## config.mk

```make
export PLATFORM = sky130hd
export DESIGN_NAME = job_interp
export DESIGN_NICKNAME = d
export VERILOG_FILES = /design/src/job_interp_pkg.sv /design/src/job_interp.sv /design/src/rsp_buffer.sv
export SDC_FILE = /design/constraint.sdc
export NUM_CORES = 1
export LEC_CHECK = 0
export BUFFER_PORTS_ARGS = -buffer_cell sky130_fd_sc_hd__buf_4
export CAP_MARGIN = 20
export CORE_MARGIN = 2
export CORE_UTILIZATION = 50
export DETAILED_ROUTE_END_ITERATION = 7
export HOLD_SLACK_MARGIN = 0.08
export PLACE_DENSITY = 0.67
export SYNTH_ARGS = -nofsm -noshare
export SYNTH_HDL_FRONTEND = slang
export SYNTH_SLANG_ARGS = --single-unit
```

## constraint.sdc

```tcl
create_clock -name core_clk -period 3.75 [get_ports core_clk]
set_input_delay 0.9375 -clock core_clk [delete_from_list [all_inputs] [get_ports core_clk]]
set_output_delay 0.9375 -clock core_clk [all_outputs]
set_load 0.01 [all_outputs]
```

## src/job_interp_pkg.sv

```systemverilog
package job_interp_pkg;

   // ----------------------------------------------------------------
   // job command codes
   // ----------------------------------------------------------------
   localparam logic [7:0] CMD_ECHO_LIST  = 8'h33;
   localparam logic [7:0] CMD_CTT_REQ    = 8'h44;
   localparam logic [7:0] CMD_VERSION    = 8'h14;
   localparam logic [7:0] CMD_RD_ID      = 8'h17;
   localparam logic [7:0] CMD_RD_XID1    = 8'h37;
   localparam logic [7:0] CMD_WR_XID1    = 8'h3F;
   localparam logic [7:0] ECHO_ARG       = 8'h00;

   // ----------------------------------------------------------------
   // job layout and limits
   // ----------------------------------------------------------------
   localparam int         JOB_MAX_BYTES  = 223;
   localparam int         JOB_HDR_BYTES  = 3;
   localparam logic [7:0] STR_MAX_BYTES  = 8'(JOB_MAX_BYTES - JOB_HDR_BYTES);
   localparam int         VER_BYTES      = 32;
   localparam int         ECHO_BYTES     = 32;
   localparam int         ECHO_SLOTS     = 64;
   localparam int         ECHO_W         = 4;
   localparam logic [5:0] B_BANK_BASE    = 6'h20;
   localparam logic [5:0] WR_XID1_ADDR   = 6'h00;
   localparam logic [3:0] RSVD_NIBBLE    = 4'h0;
   localparam logic [ECHO_SLOTS*ECHO_W-1:0] ECHO_RESET = '0;

   // ----------------------------------------------------------------
   // bus engine request kinds
   // ----------------------------------------------------------------
   typedef enum logic [2:0] {
      KIND_RD_ID   = 3'h0,
      KIND_RD_XID1 = 3'h1,
      KIND_WR_XID1 = 3'h2,
      KIND_STRING  = 3'h3
   } bus_kind_t;

   // ----------------------------------------------------------------
   // interpreter states
   // ----------------------------------------------------------------
   typedef enum logic [3:0] {
      ST_IDLE     = 4'h0,
      ST_ARG      = 4'h1,
      ST_CNT      = 4'h3,
      ST_STR_OUT  = 4'h2,
      ST_DRAIN    = 4'h6,
      ST_BUS_REQ  = 4'h7,
      ST_BUS_WAIT = 4'h5,
      ST_STR_IN   = 4'h4,
      ST_EMIT     = 4'hC,
      ST_DONE     = 4'hD
   } state_t;

endpackage

```

## src/job_interp.sv

```systemverilog
`timescale 1ns/1ps
module job_interp
   import job_interp_pkg::*;
#(
   // arbitrary neutral text: name and firmware version
   parameter logic [8*job_interp_pkg::VER_BYTES-1:0] VERSION_STR =
      {"GENERIC BUS MASTER  FW V1.00.00 "},
   parameter int RSP_DEPTH = 2
)
(
   input  wire logic                     core_clk,
   input  wire logic                     sys_rst,
   input  wire logic                     job_valid,
   output logic                          job_ready,
   input  wire logic [7:0]               job_data,
   input  wire logic                     job_last,
   output logic                          rsp_valid,
   input  wire logic                     rsp_ready,
   output logic      [7:0]               rsp_data,
   output logic                          rsp_last,
   output logic                          job_done,
   output logic                          job_err,
   output logic                          bus_req_valid,
   input  wire logic                     bus_req_ready,
   output job_interp_pkg::bus_kind_t     bus_req_kind,
   output logic      [5:0]               bus_req_addr,
   output logic      [7:0]               bus_req_data,
   output logic                          bus_req_last,
   input  wire logic                     bus_rsp_valid,
   output logic                          bus_rsp_ready,
   input  wire logic [7:0]               bus_rsp_data,
   input  wire logic                     bus_rsp_err,
   input  wire logic                     echo_upd_valid,
   input  wire logic [5:0]               echo_upd_addr,
   input  wire logic [3:0]               echo_upd_data,
   output logic                          cyc_hold,
   output logic      [5:0]               cyc_hold_addr
);
   import job_interp_pkg::*;

   initial
   begin
      if (RSP_DEPTH < 2)
         $error("job_interp needs at least two response buffer entries");
   end

   typedef struct packed {
      state_t                          st;
      logic [7:0]                      cmd;
      logic [5:0]                      addr;
      logic [7:0]                      cnt;
      logic [4:0]                      idx;
      logic                            err;
      logic                            first;
      logic                            done;
      logic                            done_err;
      logic [ECHO_SLOTS*ECHO_W-1:0]    echo;
   } state_q_t;

   state_q_t s_q;
   state_q_t s_d;

   logic       push_valid;
   logic       push_ready;
   logic [7:0] push_data;
   logic       push_last;

   // ----------------------------------------------------------------
   // helpers
   // ----------------------------------------------------------------
   function automatic logic supported(input logic [7:0] c);
      return (c == CMD_ECHO_LIST) || (c == CMD_CTT_REQ) ||
             (c == CMD_VERSION) || (c == CMD_RD_ID) ||
             (c == CMD_RD_XID1) || (c == CMD_WR_XID1);
   endfunction

   // next state once all job bytes are in
   function automatic state_t dispatch(input logic [7:0] c,
                                       input logic       e);
      if (e)
         return ST_DONE;
      else if (c == CMD_VERSION || c == CMD_ECHO_LIST)
         return ST_EMIT;
      else if (c == CMD_CTT_REQ)
         return ST_STR_IN;
      else
         return ST_BUS_REQ;
   endfunction

   function automatic logic [3:0] echo_of(
      input logic [ECHO_SLOTS*ECHO_W-1:0] e,
      input logic [5:0]                   slot);
      return e[{slot, 2'b00} +: ECHO_W];
   endfunction

   // one reply byte of the echo list
   function automatic logic [7:0] echo_byte(
      input logic [ECHO_SLOTS*ECHO_W-1:0] e,
      input logic [4:0]                   n);
      logic [5:0] hi;
      logic [5:0] lo;
      logic [3:0] j;
      hi = '0;
      lo = '0;
      j  = '0;
      if (n == 5'd0)
         return {echo_of(e, 6'd30), echo_of(e, 6'd31)};
      else if (n < 5'd16)
      begin
         j  = 4'(n - 5'd1);
         hi = {1'b0, j, 1'b0};
         lo = {1'b0, j, 1'b1};
      end
      else
      begin
         j  = n[3:0];
         hi = B_BANK_BASE | {1'b0, j, 1'b0};
         lo = B_BANK_BASE | {1'b0, j, 1'b1};
      end
      // the nibble beside slave 1 and 1B is unused
      if (j == 4'd0)
         return {RSVD_NIBBLE, echo_of(e, lo)};
      return {echo_of(e, hi), echo_of(e, lo)};
   endfunction

   function automatic bus_kind_t kind_of(input logic [7:0] c);
      if (c == CMD_RD_ID)
         return KIND_RD_ID;
      else if (c == CMD_RD_XID1)
         return KIND_RD_XID1;
      else
         return KIND_WR_XID1;
   endfunction

   // ----------------------------------------------------------------
   // interpreter
   // ----------------------------------------------------------------
   always_comb
   begin
      s_d           = s_q;
      s_d.done      = 1'b0;
      s_d.done_err  = 1'b0;
      job_ready     = 1'b0;
      bus_req_valid = 1'b0;
      bus_req_kind  = KIND_STRING;
      bus_req_addr  = s_q.addr;
      bus_req_data  = job_data;
      bus_req_last  = 1'b0;
      bus_rsp_ready = 1'b0;
      push_valid    = 1'b0;
      push_data     = '0;
      push_last     = 1'b0;

      // latest parameter reply per slave
      if (echo_upd_valid)
         s_d.echo[{echo_upd_addr, 2'b00} +: ECHO_W] =
            echo_upd_data;

      case (s_q.st)
         ST_IDLE:
         begin
            job_ready = 1'b1;
            if (job_valid)
            begin
               s_d.cmd = job_data;
               s_d.err = !supported(job_data);
               if (job_last)
               begin
                  if (job_data != CMD_VERSION)
                     s_d.err = 1'b1;
                  s_d.st = dispatch(job_data, s_d.err);
               end
               else if (!supported(job_data) || job_data == CMD_VERSION)
                  s_d.st = ST_DRAIN;
               else
                  s_d.st = ST_ARG;
            end
         end

         ST_ARG:
         begin
            job_ready = 1'b1;
            if (job_valid)
            begin
               s_d.addr = job_data[5:0];
               if (s_q.cmd == CMD_ECHO_LIST && job_data != ECHO_ARG)
                  s_d.err = 1'b1;
               if (s_q.cmd == CMD_WR_XID1)
               begin
                  s_d.addr = WR_XID1_ADDR;
                  s_d.cnt  = {RSVD_NIBBLE, job_data[3:0]};
               end
               if (s_q.cmd == CMD_CTT_REQ)
                  s_d.st = job_last ? ST_DONE : ST_CNT;
               else
                  s_d.st = job_last ? dispatch(s_q.cmd, s_d.err) : ST_DRAIN;
               if (s_q.cmd == CMD_CTT_REQ && job_last)
                  s_d.err = 1'b1;
            end
         end

         ST_CNT:
         begin
            job_ready = 1'b1;
            if (job_valid)
            begin
               s_d.cnt = job_data;
               if (job_data == 8'h00 || job_data > STR_MAX_BYTES || job_last)
               begin
                  s_d.err = 1'b1;
                  s_d.st  = job_last ? ST_DONE : ST_DRAIN;
               end
               else
                  s_d.st = ST_STR_OUT;
            end
         end

         ST_STR_OUT:
         begin
            // bytes go out as they come, contents untouched
            bus_req_valid = job_valid;
            bus_req_data  = job_data;
            bus_req_last  = (s_q.cnt == 8'd1) || job_last;
            job_ready     = bus_req_ready;
            if (job_valid && bus_req_ready)
            begin
               s_d.cnt = s_q.cnt - 8'd1;
               if (bus_req_last)
               begin
                  if (s_q.cnt != 8'd1)
                     s_d.err = 1'b1;
                  s_d.first = 1'b1;
                  s_d.st    = job_last ? ST_STR_IN : ST_DRAIN;
               end
            end
         end

         ST_DRAIN:
         begin
            job_ready = 1'b1;
            if (job_valid && job_last)
            begin
               s_d.first = 1'b1;
               s_d.st    = dispatch(s_q.cmd, s_q.err);
            end
         end

         ST_BUS_REQ:
         begin
            // diagnostic reads go to the slave itself
            bus_req_valid = 1'b1;
            bus_req_kind  = kind_of(s_q.cmd);
            bus_req_data  = s_q.cnt;
            bus_req_last  = 1'b1;
            if (bus_req_ready)
               s_d.st = ST_BUS_WAIT;
         end

         ST_BUS_WAIT:
         begin
            bus_rsp_ready = (s_q.cmd == CMD_WR_XID1) || push_ready;
            push_valid    = bus_rsp_valid && !bus_rsp_err &&
                            (s_q.cmd != CMD_WR_XID1);
            push_data     = {RSVD_NIBBLE, bus_rsp_data[3:0]};
            push_last     = 1'b1;
            if (bus_rsp_valid && bus_rsp_ready)
            begin
               s_d.err = bus_rsp_err;
               s_d.st  = ST_DONE;
            end
         end

         ST_STR_IN:
         begin
            // byte 0 is the count, then the string, both as received
            bus_rsp_ready = s_q.err || push_ready;
            push_valid    = bus_rsp_valid && !bus_rsp_err && !s_q.err;
            push_data     = bus_rsp_data;
            push_last     = s_q.first ? (bus_rsp_data == 8'h00)
                                      : (s_q.cnt == 8'd1);
            if (bus_rsp_valid && bus_rsp_ready)
            begin
               s_d.first = 1'b0;
               s_d.cnt   = s_q.first ? bus_rsp_data : s_q.cnt - 8'd1;
               if (bus_rsp_err)
               begin
                  s_d.err = 1'b1;
                  s_d.st  = ST_DONE;
               end
               else if (push_last)
                  s_d.st = ST_DONE;
            end
         end

         ST_EMIT:
         begin
            push_valid = 1'b1;
            push_last  = (s_q.idx == 5'(ECHO_BYTES - 1));
            if (s_q.cmd == CMD_VERSION)
               push_data = VERSION_STR[8*(VER_BYTES-1-int'(s_q.idx)) +: 8];
            else
               push_data = echo_byte(s_q.echo, s_q.idx);
            if (push_ready)
            begin
               s_d.idx = s_q.idx + 5'd1;
               if (push_last)
                  s_d.st = ST_DONE;
            end
         end

         ST_DONE:
         begin
            s_d.done     = 1'b1;
            s_d.done_err = s_q.err;
            s_d.err      = 1'b0;
            s_d.idx      = '0;
            s_d.st       = ST_IDLE;
         end

         default:
            s_d.st = ST_IDLE;
      endcase
   end

   always_ff @(posedge core_clk)
   begin
      if (sys_rst)
      begin
         s_q      <= '0;
         s_q.st   <= ST_IDLE;
         s_q.echo <= ECHO_RESET;
      end
      else
         s_q <= s_d;
   end

   // ----------------------------------------------------------------
   // outputs
   // ----------------------------------------------------------------
   assign job_done      = s_q.done;
   assign job_err       = s_q.done_err;
   // cyclic exchange paused while a string is on the bus
   assign cyc_hold      = (s_q.st == ST_STR_OUT) ||
                          (s_q.st == ST_STR_IN) ||
                          (s_q.st == ST_DRAIN && s_q.cmd == CMD_CTT_REQ &&
                           !s_q.err);
   assign cyc_hold_addr = s_q.addr;

   // ----------------------------------------------------------------
   // response buffer
   // ----------------------------------------------------------------
   rsp_buffer
   #(
      .WIDTH (9),
      .DEPTH (RSP_DEPTH)
   )
   u_rsp_buffer
   (
      .core_clk  (core_clk),
      .sys_rst   (sys_rst),
      .in_valid  (push_valid),
      .in_ready  (push_ready),
      .in_data   ({push_last, push_data}),
      .out_valid (rsp_valid),
      .out_ready (rsp_ready),
      .out_data  ({rsp_last, rsp_data})
   );
endmodule // job_interp

```

## src/rsp_buffer.sv

```systemverilog
`timescale 1ns/1ps
module rsp_buffer
#(
   parameter int WIDTH = 9,
   parameter int DEPTH = 2
)
(
   input  wire logic             core_clk,
   input  wire logic             sys_rst,
   input  wire logic             in_valid,
   output logic                  in_ready,
   input  wire logic [WIDTH-1:0] in_data,
   output logic                  out_valid,
   input  wire logic             out_ready,
   output logic      [WIDTH-1:0] out_data
);
   localparam int AW = (DEPTH > 1) ? $clog2(DEPTH) : 1;

   initial
   begin
      if (DEPTH < 2 || (DEPTH & (DEPTH - 1)) != 0)
         $error("rsp_buffer depth must be a power of two, at least 2");
   end

   typedef struct packed {
      logic [DEPTH-1:0][WIDTH-1:0] mem;
      logic [AW-1:0]               wp;
      logic [AW-1:0]               rp;
      logic [AW:0]                 fill;
   } buf_t;

   buf_t s_q;
   buf_t s_d;
   logic push;
   logic pop;

   // ----------------------------------------------------------------
   // fifo control
   // ----------------------------------------------------------------
   assign in_ready  = (s_q.fill != (AW+1)'(DEPTH));
   assign out_valid = (s_q.fill != '0);
   assign out_data  = s_q.mem[s_q.rp];
   assign push      = in_valid && in_ready;
   assign pop       = out_valid && out_ready;

   always_comb
   begin
      s_d = s_q;
      if (push)
      begin
         s_d.mem[s_q.wp] = in_data;
         s_d.wp          = s_q.wp + 1'b1;
      end
      if (pop)
         s_d.rp = s_q.rp + 1'b1;
      if (push && !pop)
         s_d.fill = s_q.fill + 1'b1;
      else if (pop && !push)
         s_d.fill = s_q.fill - 1'b1;
   end

   always_ff @(posedge core_clk)
   begin
      if (sys_rst)
         s_q <= '0;
      else
         s_q <= s_d;
   end
endmodule // rsp_buffer
```

== Yosys cells after proc, flatten, opt, wreduce, memory -nomap -nowiden ==
Cells that the tools add are included.

* Register bits: 313
* Word-level logic and storage cells: 241

* Add/sub/neg operators: 9
* $lt $le $gt $ge: 5
* Equal/unequal tests: 43
* Multiplexer cells: 106
* Bitwise gates (word level): 1
* Reductions and logical operators: 57
* Shifts and indexed selects: 5

{| class="wikitable"
|+ Operators with widths
! operator !! number
|-
| $shiftx 256x9->4 || 2
|-
| $bwmux 256 || 1
|-
| $shift 4x10->256 const A || 1
|-
| $shiftx 256x9->8 const A || 1
|-
| $shiftx 4x10->256 || 1
|-
| $mux 4 || 28
|-
| $mux 8 || 11
|-
| $eq 8x6->1 const B || 6
|-
| $mux 6 || 8
|-
| $pmux 4 s9 || 1
|-
| $eq 8x5->1 const B || 4
|-
| $ne 2x2->1 const B || 16
|-
| $pmux 8 s4 || 1
|-
| $mux 9 || 3
|-
| $mux 1 || 25
|-
| $mux 2 || 12
|-
| $pmux 8 s3 || 1
|-
| $bwmux 18 || 1
|-
| $eq 4x3->1 const B || 4
|-
| $eq 8x7->1 const B || 2
|-
| $logic_and 1x1->1 || 16
|-
| $logic_not 8->1 || 2
|-
| $logic_or 1x1->1 || 15
|-
| $mux 14 || 1
|-
| 45 further kinds || 63
|}

== Logic depth before layout (Yosys ltp) ==
Gate-level depths: netlist of the first run.

* Depth after elaboration: 15
* Depth in mapped cells: 14
* Depth with buffers taken out: 10

== Cells and area by module ==
Synthesis of the first run repeated with hierarchy kept, for this count alone.

* Cells, all modules: 2269
* Area total of the unflattened synthesis: 17027.6 um^2

{| class="wikitable"
|+ By module, submodules not included
! module !! cells an instance !! instances !! area each (um^2)
|-
| job_interp || 2156 || 1 || 15936.5
|-
| rsp_buffer || 113 || 1 || 1091.0
|}

== Worst setup path after synthesis of the first run ==
No wires, ideal clock.

* Kind: in2reg
* From: input port echo_upd_addr[0]
* To: register s_q[220] (netlist bit)
* Slack: 0.481 ns
* Library setup time: 0.128 ns
* Arrival time: 3.141 ns
* Stages on the path: 10
* Cell sequence: clkbuf_1 -> inv_1 -> ha_1 -> nor3b_2 -> xor2_1 -> nand2_1 -> clkbuf_1 -> nor3_1 -> mux2i_1 -> nor2_1

* Longest elaborated chain between the ends: 3

{| class="wikitable"
|+ RTL lines
! item !! line !! source
|-
| start: declaration || job_interp.sv:34 || <nowiki>input wire logic [5:0] echo_upd_addr,</nowiki>
|-
| $neg 8->10 * || job_interp.sv:156 || <nowiki>s_d.echo[{echo_upd_addr, 2'b00} +: ECHO_W] =</nowiki>
|-
| $shiftx 4x10->256 / $shift 4x10->256 (equally long branches) || job_interp.sv:156 ||
|-
| $bwmux 256 * || job_interp.sv:156 ||
|-
| end: declaration || job_interp.sv:60 || <nowiki>state_q_t s_q;</nowiki>
|}

Mark *: on every way between the ends. The rest lies on a longest branch, timed or not.
A chain may end at the register's enable or synchronous reset.

== Worst setup path after layout of the first run ==
* From: register s_q[287] (netlist bit)
* To: output port bus_req_data[0]

* Longest elaborated chain between the ends: 2

{| class="wikitable"
|+ RTL lines
! item !! line !! source
|-
| $eq 4x3->1 || job_interp.sv:159 || <nowiki>case (s_q.st)</nowiki>
|-
| $mux 8 || job_interp.sv:159 ||
|-
| end: declaration || job_interp.sv:27 || <nowiki>output logic [7:0] bus_req_data,</nowiki>
|}

No other way between the ends.

==> key figures, run 1 <==
Run status
  • Status: complete, no violations

Power and ir drop
  • Sequential Power Share: 36.8%
  • Leakage: 7.13 nW
  • Total power divided by cell area: 514 nW/µm²
  • P_sw: 3.23 mW
  • Maximum VDD drop: 0.000329 V
  • Gate power share: 25.4%
  • Switching share of power: 33.0%
  • Clk pwr share: 37.7%
  • Power, Total: 9.80 mW
  • Int Pwr: 6.57 mW

Worst hold path
  • HP Class: flip-flop to flip-flop

Route
  • Final WL: 59000 µm
  • Per-cell routed wire length: 23.0 µm
  • Vias: 16200
  • Via-to-Cell Ratio: 6.34
  • Detail Route Antenna Nets: 0
  • Drt pass-1 iters: 7
  • Initial DRC count: 2043
  • Drt drc: 0

STA
  • Clock skew: 0.0232 ns
  • TNS Setup: 0 ns
  • Slew Limit Fails: 0
  • Max-slew headroom: 31.2%
  • Fmax: 288 MHz
  • WHS: 0.459 ns
  • Post-route setup slack: 0.279 ns
  • Final min period: 3.47 ns
  • Final critical-path share of the clock period: 92.6%
  • Final setup fails: 0
  • Slew @ Worst Pin: 1.03 ns
  • Final Hold Fails: 0
  • Unrepaired setup endpoints after global routing: no

Layout
  • Share of cells above drive strength 1: 13.3%
  • ANT cells: 0
  • Fillers: 3009
  • FF/Latch Area: 6270 µm²
  • Finished Layout Cells: 2562
  • Final net count: 2145
  • Area grow syn2layout: 14.1%
  • Final core utilization: 58.3%
  • Area occupied by multi-input gates: 9620 µm²
  • Final instance area: 19100 µm²

Global routing
  • First-pass GRT wire length: 90100 µm
  • Initial antenna violation count: 0
  • Overflow after GRT: 0
  • Pin count of the biggest net entering global routing: 114
  • Vias in the first global route: 15200
  • Total GRT Usage: 32.8%

Placed design
  • Placed cells: 2496
  • DP HPWL: 42200 µm
  • GPL Wtd Cong: 1.05
  • Post-Place Setup Slack: 0.340 ns
  • DP Area: 17800 µm²
  • IO buf count: 73

Floorplanning
  • Die height: 187 µm
  • Row count: 66
  • Die area: 34900 µm²
  • Initial cell density of the core: 51.1%
  • Die Span X: 187 µm
  • Core area: 32700 µm²
  • I/O pin cnt: 75

Setup path
  • Max stage delay on crit path: 0.64 ns
  • Crit start category: flip-flop
  • CP delay by family, top: flip-flops
  • Slowest CP cell: dfxtp_1
  • Setup CP Type: flip-flop to primary output
  • Crit. End Element: primary output
  • CP Cell Sequence: inv_1, nor2_1, nand3_1, o21ai_0, buf_4
  • Worst-path maximum fanout: 14
  • Crit path buffers/inverters: 2
  • Arr. time, crit path: 2.53 ns
  • CP required: 2.81 ns

CTS
  • Hold_buf cts: 0
  • Clk slew on worst S/H paths: 0.06 ns
  • Worst-case clock buffer depth: 3
  • Number of CTS-inserted buffers: 37
  • Root buf cell: clkbuf_16
  • Post-cts resize count: 0
  • Number of H-tree levels: 2
  • Post-CTS setup buffer count: 0
  • Clock latency on the worst-skew pair: 0.52 ns
  • Clk sinks: 313
  • CTS tree: built

Logic synthesis
  • Post-synth top cells: dfxtp_1 (313), nor2_1 (284), nand2_1 (268)
  • Avg Inst Size Synth: 8.08 µm²
  • Syn_nets: 2120
  • YS warnings: 0
  • Ys flop type: dfxtp_1
  • Post-synth ARST share: 0%
  • Seq cells post-synth: 313
  • Cell variety after synth: 84
  • Top cells by area, synth: dfxtp_1 (38%), mux2i_1 (12%), nor2_1 (6.4%)
  • Dominant cell type by area after synthesis: dfxtp_1
  • Synth Instances: 2068
  • EDFF count, synth: 0
  • Seq/Total Area, Yosys: 37.5%
  • Yosys top cell area share: 37.5%
  • Most frequent cell after synthesis: dfxtp_1
  • Synthesized area: 16700 µm²

Job
  • Number of max-cap violations: 0
cell families after synthesis:
family / after synthesis / share of synthesized area, %
XOR/XNOR: 20 / 1.14
AO/OA/AOI/OAI: 473 / 17.5
multiplexers: 232 / 15.7
buffers and inverters: 200 / 5.14
adder cells (fa/ha/maj): 18 / 1.33
flip-flops: 313 / 37.5
other: 1 / 0.0224
AND/OR/NAND/NOR: 811 / 21.6
final timing paths:
| check | start | endpoint | slack (ns) | cells past startpoint |
|---|---|---|---|---|
| worst max-delay path | s_q[287] | bus_req_data[0] | 0.28 | 5 |
| worst max register to register | s_q[261] | u_rsp_buffer.s_q[15] | 0.32 | 11 |
| worst min register to register | s_q[194] | s_q[194] | 0.46 | 2 |
| worst min-delay path | s_q[194] | s_q[194] | 0.46 | 2 |
cell usage in the layout (no fill, tap or decap), types with 10 or more instances in the layout:
master and instances:
mux4_2 23, ha_1 17, nand3_1 79, mux2_2 10, and3_1 25, a21oi_1 171, nor2_1 283, nand4_1 19
and2_1 16, buf_4 156, a221oi_1 13, o21ai_0 130, nor2b_1 12, inv_1 23, nor3_1 40, a31oi_1 19
mux2i_1 199, clkbuf_16 38, nand2_1 268, nand2b_1 19, nor4_1 11, dfxtp_1 313, a211oi_1 26
power by group through the flow:
| stage | sequential (mW) | clock [mW] | combinational, mW |
|---|---|---|---|
| floorplan | 3.57 | 0 | 1.73 |
| global placement | 3.67 | 0 | 2.40 |
| detailed placement | 3.67 | 0 | 2.42 |
| CTS | 3.60 | 3.71 | 2.43 |
| global route | 3.63 | 3.87 | 2.67 |
| finish | 3.61 | 3.70 | 2.49 |
sequential cells by signal (all words and copies together) (netlist names):
signal,flops
job_done,1
u_rsp_buffer.s_q,22
s_q,283
job_err,1
bus_req_addr,6
final cells by class:
cell class,count,share of cell area [%]
timing repair buffer,162,6.75
clock buffer,47,5.37
inverter,24,0.472
multi-input combinational,1555,50.5
tap,442,2.90
sequential,313,32.9
clock inverter,19,1.17
tightest hold or removal path: cells and delay by family, from the launching register on:
family	cells	cell delay, ns
flip-flops	1	0.31
AND/OR/NAND/NOR	1	0.05
AO/OA/AOI/OAI	1	0.05
layer usage:
metal  GRT usage, %  vias up  share of wire (%)
met2           50.0      907                 44
met5              0        -                  0
met4           14.6        0                4.5
met1           44.7     7782                 42
met3           6.66      167                 10
li1               -     7390                  -
No activity file was read; power rests on OpenSTA's default activity.
==> run 2: changes to the inputs <==
--- a/config.mk
+++ b/config.mk
@@ -14,4 +14,5 @@
 export PLACE_DENSITY = 0.67
 export SYNTH_ARGS = -nofsm -noshare
 export SYNTH_HDL_FRONTEND = slang
+export SYNTH_HIERARCHICAL = 1
 export SYNTH_SLANG_ARGS = --single-unit
==> run 2 against run 1 <==
Net effect: cell count is 6.6% higher; design area is 0.75% higher; fmax is 3.0% lower; sequential power hardly changed; hold slack worse by 0.0013 ns; clock-buffer cell count is 1 higher; via count is 7.4% higher; synthesized cell count is 9.7% higher; largest power group unchanged; highest routed layer unchanged.
==> key figures, run 2 <==
Run status
  • Status: complete, no violations (unchanged)

Layout
  • Most common cell after layout, fill and taps aside: nand2_1 (was dfxtp_1)
  • Highest-count cells in the layout ignoring fill and taps: nand2_1 (374), dfxtp_1 (312), a21oi_1 (291) (was dfxtp_1 (313), nor2_1 (283), nand2_1 (268))
  • ANT cells: 0 (unchanged)
  • Max reg flops: 282 (was 283)
  • Fillers: 3180 (was 3009)
  • Largest Register: s_q (unchanged)
  • Final instance area: 19200 µm² (was 19100 µm²)
  • Final core utilization: 57.3% (was 58.3%)
  • Final net count: 2308 (was 2145)
  • Share of cells above drive strength 1: 12.9% (was 13.3%)
  • Area grow syn2layout: 12.8% (was 14.1%)

Global routing
  • Overflow after GRT: 0 (unchanged)
  • Vias in the first global route: 15900 (was 15200)
  • Initial antenna violation count: 0 (unchanged)
  • Total GRT Usage: 33.0% (was 32.8%)
  • Pin count of the biggest net entering global routing: 130 (was 114)
  • First-pass GRT wire length: 93000 µm (was 90100 µm)

Floorplanning
  • Die height: 189 µm (was 187 µm)
  • Row count: 67 (was 66)
  • Core area: 33500 µm² (was 32700 µm²)
  • I/O pin cnt: 75 (unchanged)
  • Die area: 35500 µm² (was 34900 µm²)
  • Initial cell density of the core: 50.8% (was 51.1%)
  • Die Span X: 189 µm (was 187 µm)

Power and ir drop
  • Total power divided by cell area: 490 nW/µm² (was 514 nW/µm²)
  • Int Pwr: 6.45 mW (was 6.57 mW)
  • P_sw: 2.96 mW (was 3.23 mW)
  • Leakage: 6.43 nW (was 7.13 nW)
  • Sequential Power Share: 38.2% (was 36.8%)
  • Switching share of power: 31.5% (was 33.0%)
  • Clk pwr share: 39.3% (was 37.7%)
  • Maximum VDD drop: 0.000377 V (was 0.000329 V)
  • Gate power share: 22.5% (was 25.4%)

Setup path
  • Crit path buffers/inverters: 1 (was 2)
  • R2r setup slk: 0.28 ns (was 0.32 ns)
  • Slowest CP cell: or4b_2 (was dfxtp_1)
  • Worst-path maximum fanout: 6 (was 14)
  • Reg2reg start: s_q[261] (unchanged)
  • Crit. End Element: primary output (unchanged)
  • Arr. time, crit path: 2.64 ns (was 2.53 ns)
  • Setup CP Type: flip-flop to primary output (unchanged)
  • Max stage delay on crit path: 0.75 ns (was 0.64 ns)
  • CP Cell Sequence: or3_1, or4b_2, o311ai_0, buf_4 (was inv_1, nor2_1, nand3_1, o21ai_0, buf_4)
  • FF-to-FF End: u_rsp_buffer/s_q[13] (was u_rsp_buffer.s_q[15])
  • Worst path depth: 4 (was 5)
  • Crit start category: flip-flop (unchanged)
  • CP required: 2.81 ns (about the same)
  • Worst R2R Path Depth: 11 (unchanged)
  • CP delay by family, top: simple AND/OR/NAND/NOR gates (was flip-flops)

Placed design
  • DP HPWL: 42500 µm (was 42200 µm)
  • IO buf count: 73 (unchanged)
  • GPL Wtd Cong: 1.02 (was 1.05)
  • DP Area: 18000 µm² (was 17800 µm²)

Logic synthesis
  • Ys flop type: dfxtp_1 (unchanged)
  • Cell variety after synth: 93 (was 84)
  • Most frequent cell after synthesis: nand2_1 (was dfxtp_1)
  • Dominant cell type by area after synthesis: dfxtp_1 (unchanged)
  • Synthesized area: 17000 µm² (was 16700 µm²)
  • Yosys top cell area share: 36.7% (was 37.5%)
  • YS warnings: 6 (was 0)
  • Post-synth top cells: nand2_1 (374), dfxtp_1 (312), a21oi_1 (291) (was dfxtp_1 (313), nor2_1 (284), nand2_1 (268))
  • EDFF count, synth: 0 (unchanged)
  • Post-synth ARST share: 0% (unchanged)
  • Synth Instances: 2269 (was 2068)
  • Top cells by area, synth: dfxtp_1 (37%), a21oi_1 (8.6%), nand2_1 (8.2%) (was dfxtp_1 (38%), mux2i_1 (12%), nor2_1 (6.4%))
  • Avg Inst Size Synth: 7.50 µm² (was 8.08 µm²)
  • Seq/Total Area, Yosys: 36.7% (was 37.5%)
  • Syn_nets: 2319 (was 2120)
  • Seq cells post-synth: 312 (was 313)

STA
  • Slew Limit Fails: 0 (unchanged)
  • Final setup fails: 0 (unchanged)
  • Slew @ Worst Pin: 0.988 ns (was 1.03 ns)
  • TNS Setup: 0 ns (unchanged)
  • Clock skew: 0.0198 ns (was 0.0232 ns)
  • Final min period: 3.58 ns (was 3.47 ns)
  • Final Hold Fails: 0 (unchanged)
  • Fmax: 279 MHz (was 288 MHz)
  • Final critical-path share of the clock period: 95.4% (was 92.6%)
  • Max-slew headroom: 33.8% (was 31.2%)
  • Unrepaired setup endpoints after global routing: no (unchanged)

Worst hold path
  • HP Class: flip-flop to flip-flop (unchanged)
  • Worst Hold Launch: s_q[59] (was s_q[194])
  • Worst hold endpoint: s_q[59] (was s_q[194])
  • Hold path depth: 2 (unchanged)

Job
  • Number of max-cap violations: 0 (unchanged)

Route
  • Via-to-Cell Ratio: 6.39 (was 6.34)
  • Vias: 17500 (was 16200)
  • Initial DRC count: 2315 (was 2043)
  • Drt pass-1 iters: 6 (was 7)
  • Final WL: 60600 µm (was 59000 µm)
  • Drt drc: 0 (unchanged)
  • Per-cell routed wire length: 22.2 µm (was 23.0 µm)
  • Detail Route Antenna Nets: 0 (unchanged)

CTS
  • Number of CTS-inserted buffers: 36 (was 37)
  • CTS tree: built (unchanged)
  • Clk sinks: 312 (was 313)
  • Post-cts resize count: 0 (unchanged)
  • Clk slew on worst S/H paths: 0.06 ns (about the same)
  • Root buf cell: clkbuf_16 (unchanged)
  • Number of H-tree levels: 2 (unchanged)
  • Post-CTS setup buffer count: 0 (unchanged)
  • Worst-case clock buffer depth: 3 (unchanged)
  • Hold_buf cts: 0 (unchanged)
  • Clock latency on the worst-skew pair: 0.54 ns (was 0.52 ns)
-- run 2: cell types whose count changed in the layout (fill, tap and decap cells not counted), sizes merged, moves of 18 or more --
cell	change
o21ai	+70
a21oi	+121
mux4	-18
nand2	+109
nor2	-128
o22ai	+19
nand3	+70
nor2b	+25
mux2i	-122
-- run 2: power groups by stage --
stage | Sequential (mW) | Clock (mW) | Combinational (mW)
global placement | 3.66 | 0 | 2.04
floorplan | 3.58 | 0 | 1.50
detailed placement | 3.66 | 0 | 2.06
finish | 3.59 | 3.70 | 2.12
global route | 3.61 | 3.86 | 2.29
CTS | 3.59 | 3.73 | 2.07
-- run 2: through the flow --
stage	worst slack [ns]	hold WS (ns)	total power [mW]	instances
global route	0.0393	0.481	9.77	2732
floorplan	0.731	0.432	5.08	2269
CTS	0.162	0.456	9.39	2732
finish	0.171	0.458	9.41	2732
global placement	0.384	0.443	5.70	2668
detailed placement	0.333	0.448	5.72	2668
-- run 2: worst max-delay path by stage --
stage	from	to
6_report	s_q[279]	cyc_hold
2_1_floorplan	s_q[261]	u_rsp_buffer/s_q[17]
4_1_cts	s_q[279]	cyc_hold
5_1_grt	s_q[261]	u_rsp_buffer/s_q[17]
3_5_place_dp	echo_upd_addr[2]	s_q[135]
3_3_place_gp	echo_upd_addr[2]	s_q[157]
-- run 2: cell families after synthesis --
family,synth area share [%]
flops,36.7
buf+inv,6.05
simple gates,25.3
xor+xnor,0.867
mux,6.77
fa+ha+maj,1.10
other cells,0.0220
compound gates,23.2
-- run 2: layer usage --
layer | wire [µm] | track usage, % | vias up
met4 | 2440 | 13.0 | 0
li1 | - | - | 8032
met1 | 25600 | 46.1 | 8282
met3 | 6190 | 5.85 | 175
met5 | 0 | 0 | -
met2 | 26400 | 50.7 | 962
-- run 2: layout make-up --
| class | count | area, µm² | share of cell area (%) |
|---|---|---|---|
| Clock buffer | 48 | 1010 | 5.24 |
| Clock inverter | 16 | 228 | 1.19 |
| Inverter | 24 | 90.1 | 0.469 |
| Multi-Input combinational cell | 1725 | 9810 | 51.1 |
| Sequential cell | 312 | 6250 | 32.5 |
| Tap cell | 448 | 561 | 2.92 |
| Timing Repair Buffer | 159 | 1260 | 6.58 |
-- run 2: worst min-delay path, cell delays in order, from the launching register on --
cell	delay (ns)
dfxtp_1	0.31
nand2_1	0.05
a21oi_1	0.05
